**config.mk**
```make
export PLATFORM = sky130hd
export DESIGN_NAME = pin_mux_top
export DESIGN_NICKNAME = d
export VERILOG_FILES = /design/src/pin_mux_pkg.sv /design/src/pe_pin_mux.sv /design/src/pin_mux_top.sv
export SDC_FILE = /design/constraint.sdc
export NUM_CORES = 1
export LEC_CHECK = 0
export BUFFER_PORTS_ARGS = -buffer_cell sky130_fd_sc_hd__buf_2
export CORE_AREA = 2 2 171 173
export DETAILED_ROUTE_END_ITERATION = 8
export DIE_AREA = 0 0 173 175
export GPL_ROUTABILITY_DRIVEN = 0
export PLACE_DENSITY = 0.56
export SYNTH_ARGS = -nofsm -noshare
export SYNTH_HDL_FRONTEND = slang
export SYNTH_SLANG_ARGS = --single-unit
```
**constraint.sdc**
```tcl
create_clock -name clk_i -period 2.9 [get_ports clk_i]
set_input_delay 0.145 -clock clk_i [delete_from_list [all_inputs] [get_ports clk_i]]
set_output_delay 0.145 -clock clk_i [all_outputs]
set_load 0.05 [all_outputs]
```
**src/pin_mux_pkg.sv**
```systemverilog
// Constants and types for the port D / port E pin function select block
package pin_mux_pkg;
    localparam int          ADDR_W         = 8;
    localparam int          DATA_W         = 32;
    localparam int          PORT_W         = 16;
    localparam logic [7:0]  OFS_PD_SEL     = 8'h00;
    localparam logic [7:0]  OFS_PE_DIR     = 8'h04;
    localparam logic [7:0]  OFS_PE_UPPER   = 8'h08;
    localparam logic [7:0]  OFS_PE_LOWER   = 8'h0c;
    localparam logic [7:0]  OFS_PD_STATUS  = 8'h10;
    localparam logic [7:0]  OFS_PE_STATUS  = 8'h14;
    localparam logic [15:0] PD_SEL_RESET   = 16'h0000;
    localparam logic [15:0] PE_DIR_RESET   = 16'h0000;
    localparam logic [15:0] PE_UPPER_RESET = 16'h0000;
    localparam logic [15:0] PE_LOWER_RESET = 16'h0000;
    localparam logic [15:0] PE_UPPER_MASK  = 16'hfd55;
    localparam logic [15:0] PE_LOWER_MASK  = 16'h55ff;
    localparam logic [15:0] PE_WIDE_FIELDS = 16'he00f;
    localparam int          PE_DMA_ACKNOWLEDGE_CH1_PIN   = 15;
    localparam int          PE_AH_PIN      = 14;
    localparam logic [1:0]  RESP_OKAY      = 2'b00;
    localparam logic [1:0]  RESP_SLVERR    = 2'b10;

    typedef enum logic [1:0] {
        FUNC_GPIO  = 2'b00,
        FUNC_TIMER = 2'b01,
        FUNC_ALT_A = 2'b10,
        FUNC_ALT_B = 2'b11
    } pe_func_t;
endpackage

```
**src/pe_pin_mux.sv**
```systemverilog
// Output driver select for one port E pin
`timescale 1ns/1ps
module pe_pin_mux
    import pin_mux_pkg::*;
(
    // Function and direction
    input  wire pin_mux_pkg::pe_func_t func_i,
    input  wire logic                  dir_i,
    // Candidate drivers
    input  wire logic                  gpio_out_i,
    input  wire logic                  timer_out_i,
    input  wire logic                  alt_out_i,
    input  wire logic                  alt_oe_i,
    // Pin
    output logic                       pin_o,
    output logic                       pin_oe_o
);
    import pin_mux_pkg::*;

    always_comb begin
        unique case (func_i)
            FUNC_GPIO: begin
                pin_o    = gpio_out_i;
                pin_oe_o = dir_i;
            end
            FUNC_TIMER: begin
                pin_o    = timer_out_i;
                pin_oe_o = dir_i;
            end
            FUNC_ALT_A, FUNC_ALT_B: begin
                pin_o    = alt_out_i;
                pin_oe_o = alt_oe_i;
            end
        endcase
    end
endmodule

```
**src/pin_mux_top.sv**
```systemverilog
// Port D low / port E pin function select with AXI4-Lite registers
//
// The AXI4-Lite slave port and the register offsets are this design's own decisions.
`timescale 1ns/1ps
module pin_mux_top
    import pin_mux_pkg::*;
(
    // Clock and resets
    input  wire logic                       clk_i,
    input  wire logic                       nrst_i,
    input  wire logic                       warm_rst_i,
    // Operating mode
    input  wire logic                       single_chip_i,
    input  wire logic                       rom_enabled_i,
    // AXI4-Lite write
    input  wire logic [pin_mux_pkg::ADDR_W-1:0] s_axi_awaddr_i,
    input  wire logic                       s_axi_awvalid_i,
    output logic                            s_axi_awready_o,
    input  wire logic [pin_mux_pkg::DATA_W-1:0] s_axi_wdata_i,
    input  wire logic [3:0]                 s_axi_wstrb_i,
    input  wire logic                       s_axi_wvalid_i,
    output logic                            s_axi_wready_o,
    output logic [1:0]                      s_axi_bresp_o,
    output logic                            s_axi_bvalid_o,
    input  wire logic                       s_axi_bready_i,
    // AXI4-Lite read
    input  wire logic [pin_mux_pkg::ADDR_W-1:0] s_axi_araddr_i,
    input  wire logic                       s_axi_arvalid_i,
    output logic                            s_axi_arready_o,
    output logic [pin_mux_pkg::DATA_W-1:0]  s_axi_rdata_o,
    output logic [1:0]                      s_axi_rresp_o,
    output logic                            s_axi_rvalid_o,
    input  wire logic                       s_axi_rready_i,
    // Port D pins and sources
    input  wire logic [pin_mux_pkg::PORT_W-1:0] pd_pin_i,
    output logic [pin_mux_pkg::PORT_W-1:0]  pd_pin_o,
    output logic [pin_mux_pkg::PORT_W-1:0]  pd_pin_oe_o,
    input  wire logic [pin_mux_pkg::PORT_W-1:0] pd_gpio_out_i,
    input  wire logic [pin_mux_pkg::PORT_W-1:0] pd_gpio_oe_i,
    output logic [pin_mux_pkg::PORT_W-1:0]  pd_gpio_in_o,
    input  wire logic [pin_mux_pkg::PORT_W-1:0] bus_data_out_i,
    input  wire logic                       bus_data_oe_i,
    output logic [pin_mux_pkg::PORT_W-1:0]  bus_data_in_o,
    output logic [pin_mux_pkg::PORT_W-1:0]  pd_bus_sel_o,
    // Port E pins and sources
    input  wire logic [pin_mux_pkg::PORT_W-1:0] pe_pin_i,
    output logic [pin_mux_pkg::PORT_W-1:0]  pe_pin_o,
    output logic [pin_mux_pkg::PORT_W-1:0]  pe_pin_oe_o,
    input  wire logic [pin_mux_pkg::PORT_W-1:0] pe_gpio_out_i,
    output logic [pin_mux_pkg::PORT_W-1:0]  pe_gpio_in_o,
    input  wire logic [pin_mux_pkg::PORT_W-1:0] timer_out_i,
    output logic [pin_mux_pkg::PORT_W-1:0]  timer_in_o,
    input  wire logic [pin_mux_pkg::PORT_W-1:0] alt_out_i,
    input  wire logic [pin_mux_pkg::PORT_W-1:0] alt_oe_i,
    output logic [pin_mux_pkg::PORT_W-1:0]  alt_in_o,
    output logic [2*pin_mux_pkg::PORT_W-1:0] pe_func_o
);
    import pin_mux_pkg::*;

    logic [PORT_W-1:0]   pd_sel_ff;
    logic [PORT_W-1:0]   pe_dir_ff;
    logic [PORT_W-1:0]   pe_upper_ff;
    logic [PORT_W-1:0]   pe_lower_ff;
    logic                aw_held_ff;
    logic [ADDR_W-1:0]   aw_addr_ff;
    logic                w_held_ff;
    logic [PORT_W-1:0]   w_data_ff;
    logic [1:0]          w_strb_ff;
    logic                bvalid_ff;
    logic [1:0]          bresp_ff;
    logic                rvalid_ff;
    logic [DATA_W-1:0]   rdata_ff;
    logic [1:0]          rresp_ff;
    logic                bus_rst;
    logic                do_write;
    logic [ADDR_W-1:0]   wr_addr;
    logic [ADDR_W-1:0]   rd_addr;
    logic [PORT_W-1:0]   wr_mask;
    logic                wr_hit;
    logic [PORT_W-1:0]   pd_sel_eff;
    logic [2*PORT_W-1:0] pe_ctrl_cat;
    logic [DATA_W-1:0]   nxt_rdata;
    logic [1:0]          nxt_rresp;

    // Bus side only; mode registers survive warm resets
    assign bus_rst  = !nrst_i || warm_rst_i;
    assign do_write = aw_held_ff && w_held_ff && !bvalid_ff;
    assign wr_addr  = {aw_addr_ff[ADDR_W-1:2], 2'b00};
    assign rd_addr  = {s_axi_araddr_i[ADDR_W-1:2], 2'b00};
    assign wr_mask  = {{8{w_strb_ff[1]}}, {8{w_strb_ff[0]}}};
    assign wr_hit   = (wr_addr == OFS_PD_SEL) || (wr_addr == OFS_PE_DIR)
                   || (wr_addr == OFS_PE_UPPER) || (wr_addr == OFS_PE_LOWER);

    assign s_axi_awready_o = !aw_held_ff && !bvalid_ff;
    assign s_axi_wready_o  = !w_held_ff && !bvalid_ff;
    assign s_axi_bvalid_o  = bvalid_ff;
    assign s_axi_bresp_o   = bresp_ff;
    assign s_axi_arready_o = !rvalid_ff;
    assign s_axi_rvalid_o  = rvalid_ff;
    assign s_axi_rdata_o   = rdata_ff;
    assign s_axi_rresp_o   = rresp_ff;

    // Address and data may arrive in either order
    always_ff @(posedge clk_i) begin
        if (bus_rst) begin
            aw_held_ff <= 1'b0;
            aw_addr_ff <= '0;
        end else if (s_axi_awvalid_i && s_axi_awready_o) begin
            aw_held_ff <= 1'b1;
            aw_addr_ff <= s_axi_awaddr_i;
        end else if (do_write) begin
            aw_held_ff <= 1'b0;
        end
    end

    always_ff @(posedge clk_i) begin
        if (bus_rst) begin
            w_held_ff <= 1'b0;
            w_data_ff <= '0;
            w_strb_ff <= '0;
        end else if (s_axi_wvalid_i && s_axi_wready_o) begin
            w_held_ff <= 1'b1;
            w_data_ff <= s_axi_wdata_i[PORT_W-1:0];
            w_strb_ff <= s_axi_wstrb_i[1:0];
        end else if (do_write) begin
            w_held_ff <= 1'b0;
        end
    end

    always_ff @(posedge clk_i) begin
        if (bus_rst) begin
            bvalid_ff <= 1'b0;
            bresp_ff  <= RESP_OKAY;
        end else if (do_write) begin
            bvalid_ff <= 1'b1;
            bresp_ff  <= wr_hit ? RESP_OKAY : RESP_SLVERR;
        end else if (s_axi_bready_i) begin
            bvalid_ff <= 1'b0;
        end
    end

    // Only power-on reset clears these
    always_ff @(posedge clk_i) begin
        if (!nrst_i) begin
            pd_sel_ff <= PD_SEL_RESET;
        end else if (do_write && wr_addr == OFS_PD_SEL) begin
            pd_sel_ff <= (pd_sel_ff & ~wr_mask) | (w_data_ff & wr_mask);
        end
    end

    always_ff @(posedge clk_i) begin
        if (!nrst_i) begin
            pe_dir_ff <= PE_DIR_RESET;
        end else if (do_write && wr_addr == OFS_PE_DIR) begin
            pe_dir_ff <= (pe_dir_ff & ~wr_mask) | (w_data_ff & wr_mask);
        end
    end

    // Reserved bits are never stored, so they read as zero
    always_ff @(posedge clk_i) begin
        if (!nrst_i) begin
            pe_upper_ff <= PE_UPPER_RESET;
        end else if (do_write && wr_addr == OFS_PE_UPPER) begin
            pe_upper_ff <= ((pe_upper_ff & ~wr_mask) | (w_data_ff & wr_mask))
                         & PE_UPPER_MASK;
        end
    end

    always_ff @(posedge clk_i) begin
        if (!nrst_i) begin
            pe_lower_ff <= PE_LOWER_RESET;
        end else if (do_write && wr_addr == OFS_PE_LOWER) begin
            pe_lower_ff <= ((pe_lower_ff & ~wr_mask) | (w_data_ff & wr_mask))
                         & PE_LOWER_MASK;
        end
    end

    always_comb begin
        nxt_rdata = '0;
        nxt_rresp = RESP_OKAY;
        unique case (rd_addr)
            OFS_PD_SEL:    nxt_rdata[PORT_W-1:0] = pd_sel_ff;
            OFS_PE_DIR:    nxt_rdata[PORT_W-1:0] = pe_dir_ff;
            OFS_PE_UPPER:  nxt_rdata[PORT_W-1:0] = pe_upper_ff;
            OFS_PE_LOWER:  nxt_rdata[PORT_W-1:0] = pe_lower_ff;
            OFS_PD_STATUS: nxt_rdata[PORT_W-1:0] = pd_sel_eff;
            OFS_PE_STATUS: nxt_rdata[PORT_W-1:0] = pe_pin_oe_o;
            default:       nxt_rresp = RESP_SLVERR;
        endcase
    end

    always_ff @(posedge clk_i) begin
        if (bus_rst) begin
            rvalid_ff <= 1'b0;
            rdata_ff  <= '0;
            rresp_ff  <= RESP_OKAY;
        end else if (s_axi_arvalid_i && s_axi_arready_o) begin
            rvalid_ff <= 1'b1;
            rdata_ff  <= nxt_rdata;
            rresp_ff  <= nxt_rresp;
        end else if (s_axi_rready_i) begin
            rvalid_ff <= 1'b0;
        end
    end

    // Both ports read the pin level regardless of who drives it
    assign pd_gpio_in_o  = pd_pin_i;
    assign bus_data_in_o = pd_pin_i;
    assign pe_gpio_in_o  = pe_pin_i;
    assign timer_in_o    = pe_pin_i;
    assign alt_in_o      = pe_pin_i;
    assign pd_bus_sel_o  = pd_sel_eff;
    // Field of pin n sits at bit 2n of the joined pair
    assign pe_ctrl_cat   = {pe_upper_ff, pe_lower_ff};

    genvar gi;
    generate
        for (gi = 0; gi < PORT_W; gi++) begin : g_pin
            logic [1:0] raw_code;
            pe_func_t   func_eff;

            // Mode first, then select bit
            assign pd_sel_eff[gi] = single_chip_i ? 1'b0
                                  : !rom_enabled_i ? 1'b1
                                  : pd_sel_ff[gi];
            assign pd_pin_o[gi]    = pd_sel_eff[gi] ? bus_data_out_i[gi]
                                                    : pd_gpio_out_i[gi];
            assign pd_pin_oe_o[gi] = pd_sel_eff[gi] ? bus_data_oe_i
                                                    : pd_gpio_oe_i[gi];

            assign raw_code = PE_WIDE_FIELDS[gi] ? pe_ctrl_cat[2*gi+1 -: 2]
                                                 : {1'b0, pe_ctrl_cat[2*gi]};
            // Strobe and acknowledge settings fall back to I/O in single-chip
            assign func_eff = (single_chip_i && raw_code[1]
                               && (gi == PE_DMA_ACKNOWLEDGE_CH1_PIN || gi == PE_AH_PIN))
                            ? FUNC_GPIO : pe_func_t'(raw_code);
            assign pe_func_o[2*gi+1 -: 2] = func_eff;

            pe_pin_mux u_pe_pin (
                .func_i      (func_eff),
                .dir_i       (pe_dir_ff[gi]),
                .gpio_out_i  (pe_gpio_out_i[gi]),
                .timer_out_i (timer_out_i[gi]),
                .alt_out_i   (alt_out_i[gi]),
                .alt_oe_i    (alt_oe_i[gi]),
                .pin_o       (pe_pin_o[gi]),
                .pin_oe_o    (pe_pin_oe_o[gi])
            );
        end
    endgenerate
endmodule

```
* Yosys cells after proc, flatten, opt, wreduce, memory -nomap -nowiden
Index checks and enable logic that the tools add are counted.
** Word-level totals
- Flip-flop bits (word level) :: 105
- Bits of input ports :: 207
- Output and inout bits :: 233
- Logic and storage cells :: 229
** Operators by class
- Equal/unequal tests :: 29
- Multiplexer cells :: 108
- Bitwise logic cells :: 10
- Reduce and logical (&&, ||, !) cells :: 68
** Operator list (count)
- $pmux W16 S6 :: 1
- $mux W1 :: 80
- $and A16 B16 Y16 :: 4
- $or A16 B16 Y16 :: 3
- $reduce_or A2 Y1 :: 23
- $logic_not A2 Y1 :: 16
- $pmux W1 S2 :: 16
- $eq A2 B2 Y1 const B :: 14
- $eq A6 B2 Y1 const B :: 4
- $pmux W1 S3 :: 7
- $logic_not A8 Y1 :: 2
- $not A16 Y16 :: 1
- $and A15 B15 Y15 :: 1
- $or A15 B15 Y15 :: 1
- $eq A2 B1 Y1 const B :: 7
- $logic_and A1 B1 Y1 :: 13
- $eq A6 B1 Y1 const B :: 2
- $eq A6 B3 Y1 const B :: 2
- $mux W2 :: 4
- $reduce_bool A2 Y1 :: 4
- $reduce_or A6 Y1 :: 1
- $logic_not A1 Y1 :: 5
- $logic_or A1 B1 Y1 :: 4

* Depth between registers and ports, before layout
- Depth after elaboration :: 6
- Mapped depth :: 6
- Mapped depth without buffers :: 4

* Cells and area by module
From an unflattened synthesis, not the netlist that was laid out.
** Second synthesis, totals
- Cell total of the unflattened synthesis :: 741
- Area total of the unflattened synthesis :: 6190.9 µm²
** By module, submodules not included
- pin_mux_top :: instances 1, cells an instance 677, area an instance 5650.4 µm²
- pe_pin_mux :: instances 16, cells an instance 4, area an instance 33.8 µm²

* Least setup slack after synthesis
Ideal clock, no wire load.
- Kind :: register to register
- Start :: reg bvalid_ff (netlist: s_axi_bvalid_o)
- End :: reg w_data_ff[14]
- Library setup time :: 0.071 ns
- Arrival :: 2.212 ns
- Required time :: 2.829 ns
- Setup slack :: 0.617 ns
- Cell stages (with the launch flop) :: 7
- Path buffers :: 2
- Clock period less this slack :: 2.283 ns
- Cell sequence :: dfxtp_1 > nor2_1 > and2_1 > clkbuf_1 > buf_1 > nand2_1 > a21oi_1
** On the way
- Cells in the longest elaborated chain, start to end :: 3
** Ends and longest elaborated chain
- start, declared :: RTL line pin_mux_top.sv:69 : logic bvalid_ff;
- start signal, assigned :: RTL line pin_mux_top.sv:132 : bvalid_ff <= 1'b0;
- start signal, assigned :: RTL line pin_mux_top.sv:135 : bvalid_ff <= 1'b1;
- start signal, assigned :: RTL line pin_mux_top.sv:138 : bvalid_ff <= 1'b0;
- $logic_not A1 Y1 :: RTL line pin_mux_top.sv:95 : assign s_axi_wready_o = !w_held_ff && !bvalid_ff;
- $logic_and A1 B1 Y1 :: RTL line pin_mux_top.sv:95
- named net s_axi_wready_o :: RTL line pin_mux_top.sv:22 : output logic s_axi_wready_o,
- $logic_and A1 B1 Y1 :: RTL line pin_mux_top.sv:121 : end else if (s_axi_wvalid_i && s_axi_wready_o) begin
- end signal, assigned :: RTL line pin_mux_top.sv:123 : w_data_ff <= s_axi_wdata_i[PORT_W-1:0];
- end, declared :: RTL line pin_mux_top.sv:67 : logic [PORT_W-1:0] w_data_ff;
The timed path passes the listed nets, and every way through them passes these cells.
A chain may end at the register's enable or synchronous reset.

==> metrics.txt <==
Nets 1,047; first-pass GRT wire length 32.5 mm; top cells by area, synth dfxtp_1 (32%), buf_4 (17%), mux2i_1 (11%), mux2_2 (9.2%), nor2b_1 (6.2%); R2R cell count 4; max incr delay on CP 0.54 ns; crit path kind reg2out; GRT overflow 0; max frequency 481 MHz; Die H 175 µm; Hold Path Depth 3; Pint 2.21 mW; max-slew violations 0; minimum clock period 2.08 ns; Clock Latency Late Sink 0.36 ns; # clock sinks 101; setup TNS 0 ns; sequential area share after synthesis 31.8%; Longest Clk Path Bufs 2; hold slack 0.0133 ns; Routed wire per std cell 18.3 µm; unrepaired setup endpoints after global routing no; Post-CTS Setup Repair Bufs 0; DRC viols 0; Final setup viols 0; CTS clk-pin slew, worst paths 0.08 ns; top-level I/O count 440; initial antenna violation count 1; critical path arrival 1.93 ns; FP Rows 62; outcome finished, final reports clean; Mapped Area 6360 µm²; leak pwr 3.39 nW; Switching Fraction 34.3%; Power Dens Cells 456 nW/µm²; Syn. warnings 0; H-tree depth 3; Worst Path Max Fanout 4; Least-Margin Pin Slew 1.03 ns; flops & latches, synth 101; wire length on met3 1.64 mm; combinational power share 20.8%; Critical R2R Launch aw_addr_ff[7]$_SDFFE_PP0P_; Post-Route M1 WL 9.04 mm; top sig layer met5; fin worst setup slack 0.822 ns; post-cts sizing count 0; WP data required 2.76 ns; crit path cell chain inv_1 > a21oi_1 > mux2_2 > buf_2; Hold/Removal Path Class in2reg; Initial DRT Pass Iterations 7; Worst Hold Path EP w_data_ff[3]$_SDFFE_PP0P_; vias per std cell 4.34; Initial Util 22.4%; Worst setup EP type primary output; WL final 22.6 mm; post-synth top area share 31.8%; Post-Layout Cell Count 1,230; Root Driver clkbuf_16; Worst slew margin 31.6%; die footprint 30,300 µm²; vias post-DR 5,336; met2 WL 11.2 mm; Die Wd 173 µm; sequential cell fraction of total power 42.2%; TritonCTS buffer count 9; largest net degree at the start of global routing 56; port buffer count 260; clock power share 37.1%; Synth Area per Inst 8.95 µm²; Synth area leader dfxtp_1; Core Area 28,400 µm²; CTS tree done; Antenna Violating Nets Remaining 0; DR iter-0 viols 284; post-route clock period utilization 71.7%; Fin. Hold Viols 0; power after layout 3.36 mW; sw power 1.15 mW; total track usage 14.5%; DP Wirelength 17.8 mm; worst reg2reg setup slack 0.90 ns; maxcap violations 0; Layout area overhead 15.9%; pre-CTS setup slack 0.760 ns; FILL cells 3,126; Max IR drop VDD 0.304 mV; worst hold start s_axi_wdata_i[3]; post-synthesis cell type count 41; Worst path slowest cell a21oi_1; Setup Skew 0.0103 ns; cell total after placement 1,213; cts hold-fix bufs 0; vias in the first global route 5,053; share of cells above drive strength 1 41.9%; Cells after Synth 711; startpoint class of the critical path register
## kinds of logic after synthesis
group,share of synthesized area (%)
other,0.0589
AO/OA/AOI/OAI,12.2
AND/OR/NAND/NOR,15.3
multiplexers,19.9
buffers and inverters,20.8
flip-flops,31.8
## layer usage
layer	vias to the layer above	GRT usage, %
met1	2496	16.8
li1	2551	-
met3	52	4.03
met5	-	0
met4	2	5.23
met2	235	25.4
## synthesized netlist by cell type
library cell,instances
nand4_1,2
nand2b_1,7
nor2b_1,63
nor2_1,16
nor4_4,1
buf_1,3
a21oi_1,53
or4_4,1
nor3_4,2
a221o_1,1
a311oi_2,2
buf_4,147
a311oi_1,4
a2111o_1,1
or3_1,1
nand3b_1,1
a22oi_1,15
and3b_1,1
or4b_4,1
nand3_1,4
a222oi_1,4
a22oi_2,2
buf_6,3
a221oi_1,6
conb_1,1
and2_1,6
a31oi_1,5
a211oi_1,7
a2111oi_0,1
dfxtp_1,101
inv_1,23
nand2_1,52
mux2i_1,68
nand4_2,6
buf_2,3
a21boi_0,2
clkbuf_1,20
mux2_2,52
nor3_1,5
o21ai_0,17
nor2_2,1
## layout by cell type, fill, tap and decap left out, drive strengths merged, types with 4 or more instances in the layout
cell and count:
a21oi 53, a311oi 6, o21ai 17, inv 28, a22oi 17, a211oi 7
nor3 7, nor2b 63, conb 27, a222oi 4, nand3 4, buf 268
nand4 8, a31oi 5, nand2b 7, mux2 52, a221oi 6, clkbuf 9
nor2 17, mux2i 68, dfxtp 101, nand2 52, and2 6
## metrics by stage
stage          cell area (µm²)  utilization (%)
3_3_place_gp              7070             24.9
2_1_floorplan             6460                -
6_report                  7370             26.0
3_5_place_dp              7070             24.9
5_1_grt                   7370             26.0
4_1_cts                   7370             26.0
## final cells by class
cell class	count	area (µm²)	share of cell area [%]
Sequential cell	101	2020	27.4
Tap cell	384	480	6.52
Antenna cell	1	2.50	0.0339
Clock inverter	7	73.8	1.00
Multi-Input combinational cell	437	3120	42.3
Clock buffer	9	225	3.05
Timing Repair Buffer	268	1360	18.5
Inverter	23	86.3	1.17
## how the worst max path moves through the flow
stage               slack [ns]  depth (start not counted)                              to
detailed placement        0.76                          5  s_axi_rdata_o[10]$_SDFFE_PP0P_
floorplan                 0.62                          6      w_data_ff[14]$_SDFFE_PP0P_
global route              0.75                          4                  pd_pin_oe_o[4]
CTS                       0.82                          4                     pd_pin_o[1]
finish                    0.82                          4                  pd_pin_oe_o[4]
global placement          0.80                          5  s_axi_rdata_o[10]$_SDFFE_PP0P_
## power by group through the flow
stage / registers [mW] / clock network, mW / logic (mW)
finish: 1.42 / 1.25 / 0.698
global placement: 1.45 / 0 / 0.702
floorplan: 1.46 / 0 / 0.818
CTS: 1.42 / 1.28 / 0.708
global route: 1.42 / 1.34 / 0.740
detailed placement: 1.45 / 0 / 0.707
## worst max-delay path, delay by kind of cell, from the launching register on
| kind | cells | cell delay [ns] |
|---|---|---|
| AO/OA/AOI/OAI | 1 | 0.54 |
| buffers and inverters | 2 | 0.26 |
| flip-flops | 1 | 0.36 |
| multiplexers | 1 | 0.40 |
No activity file was read; power rests on OpenSTA's default activity.
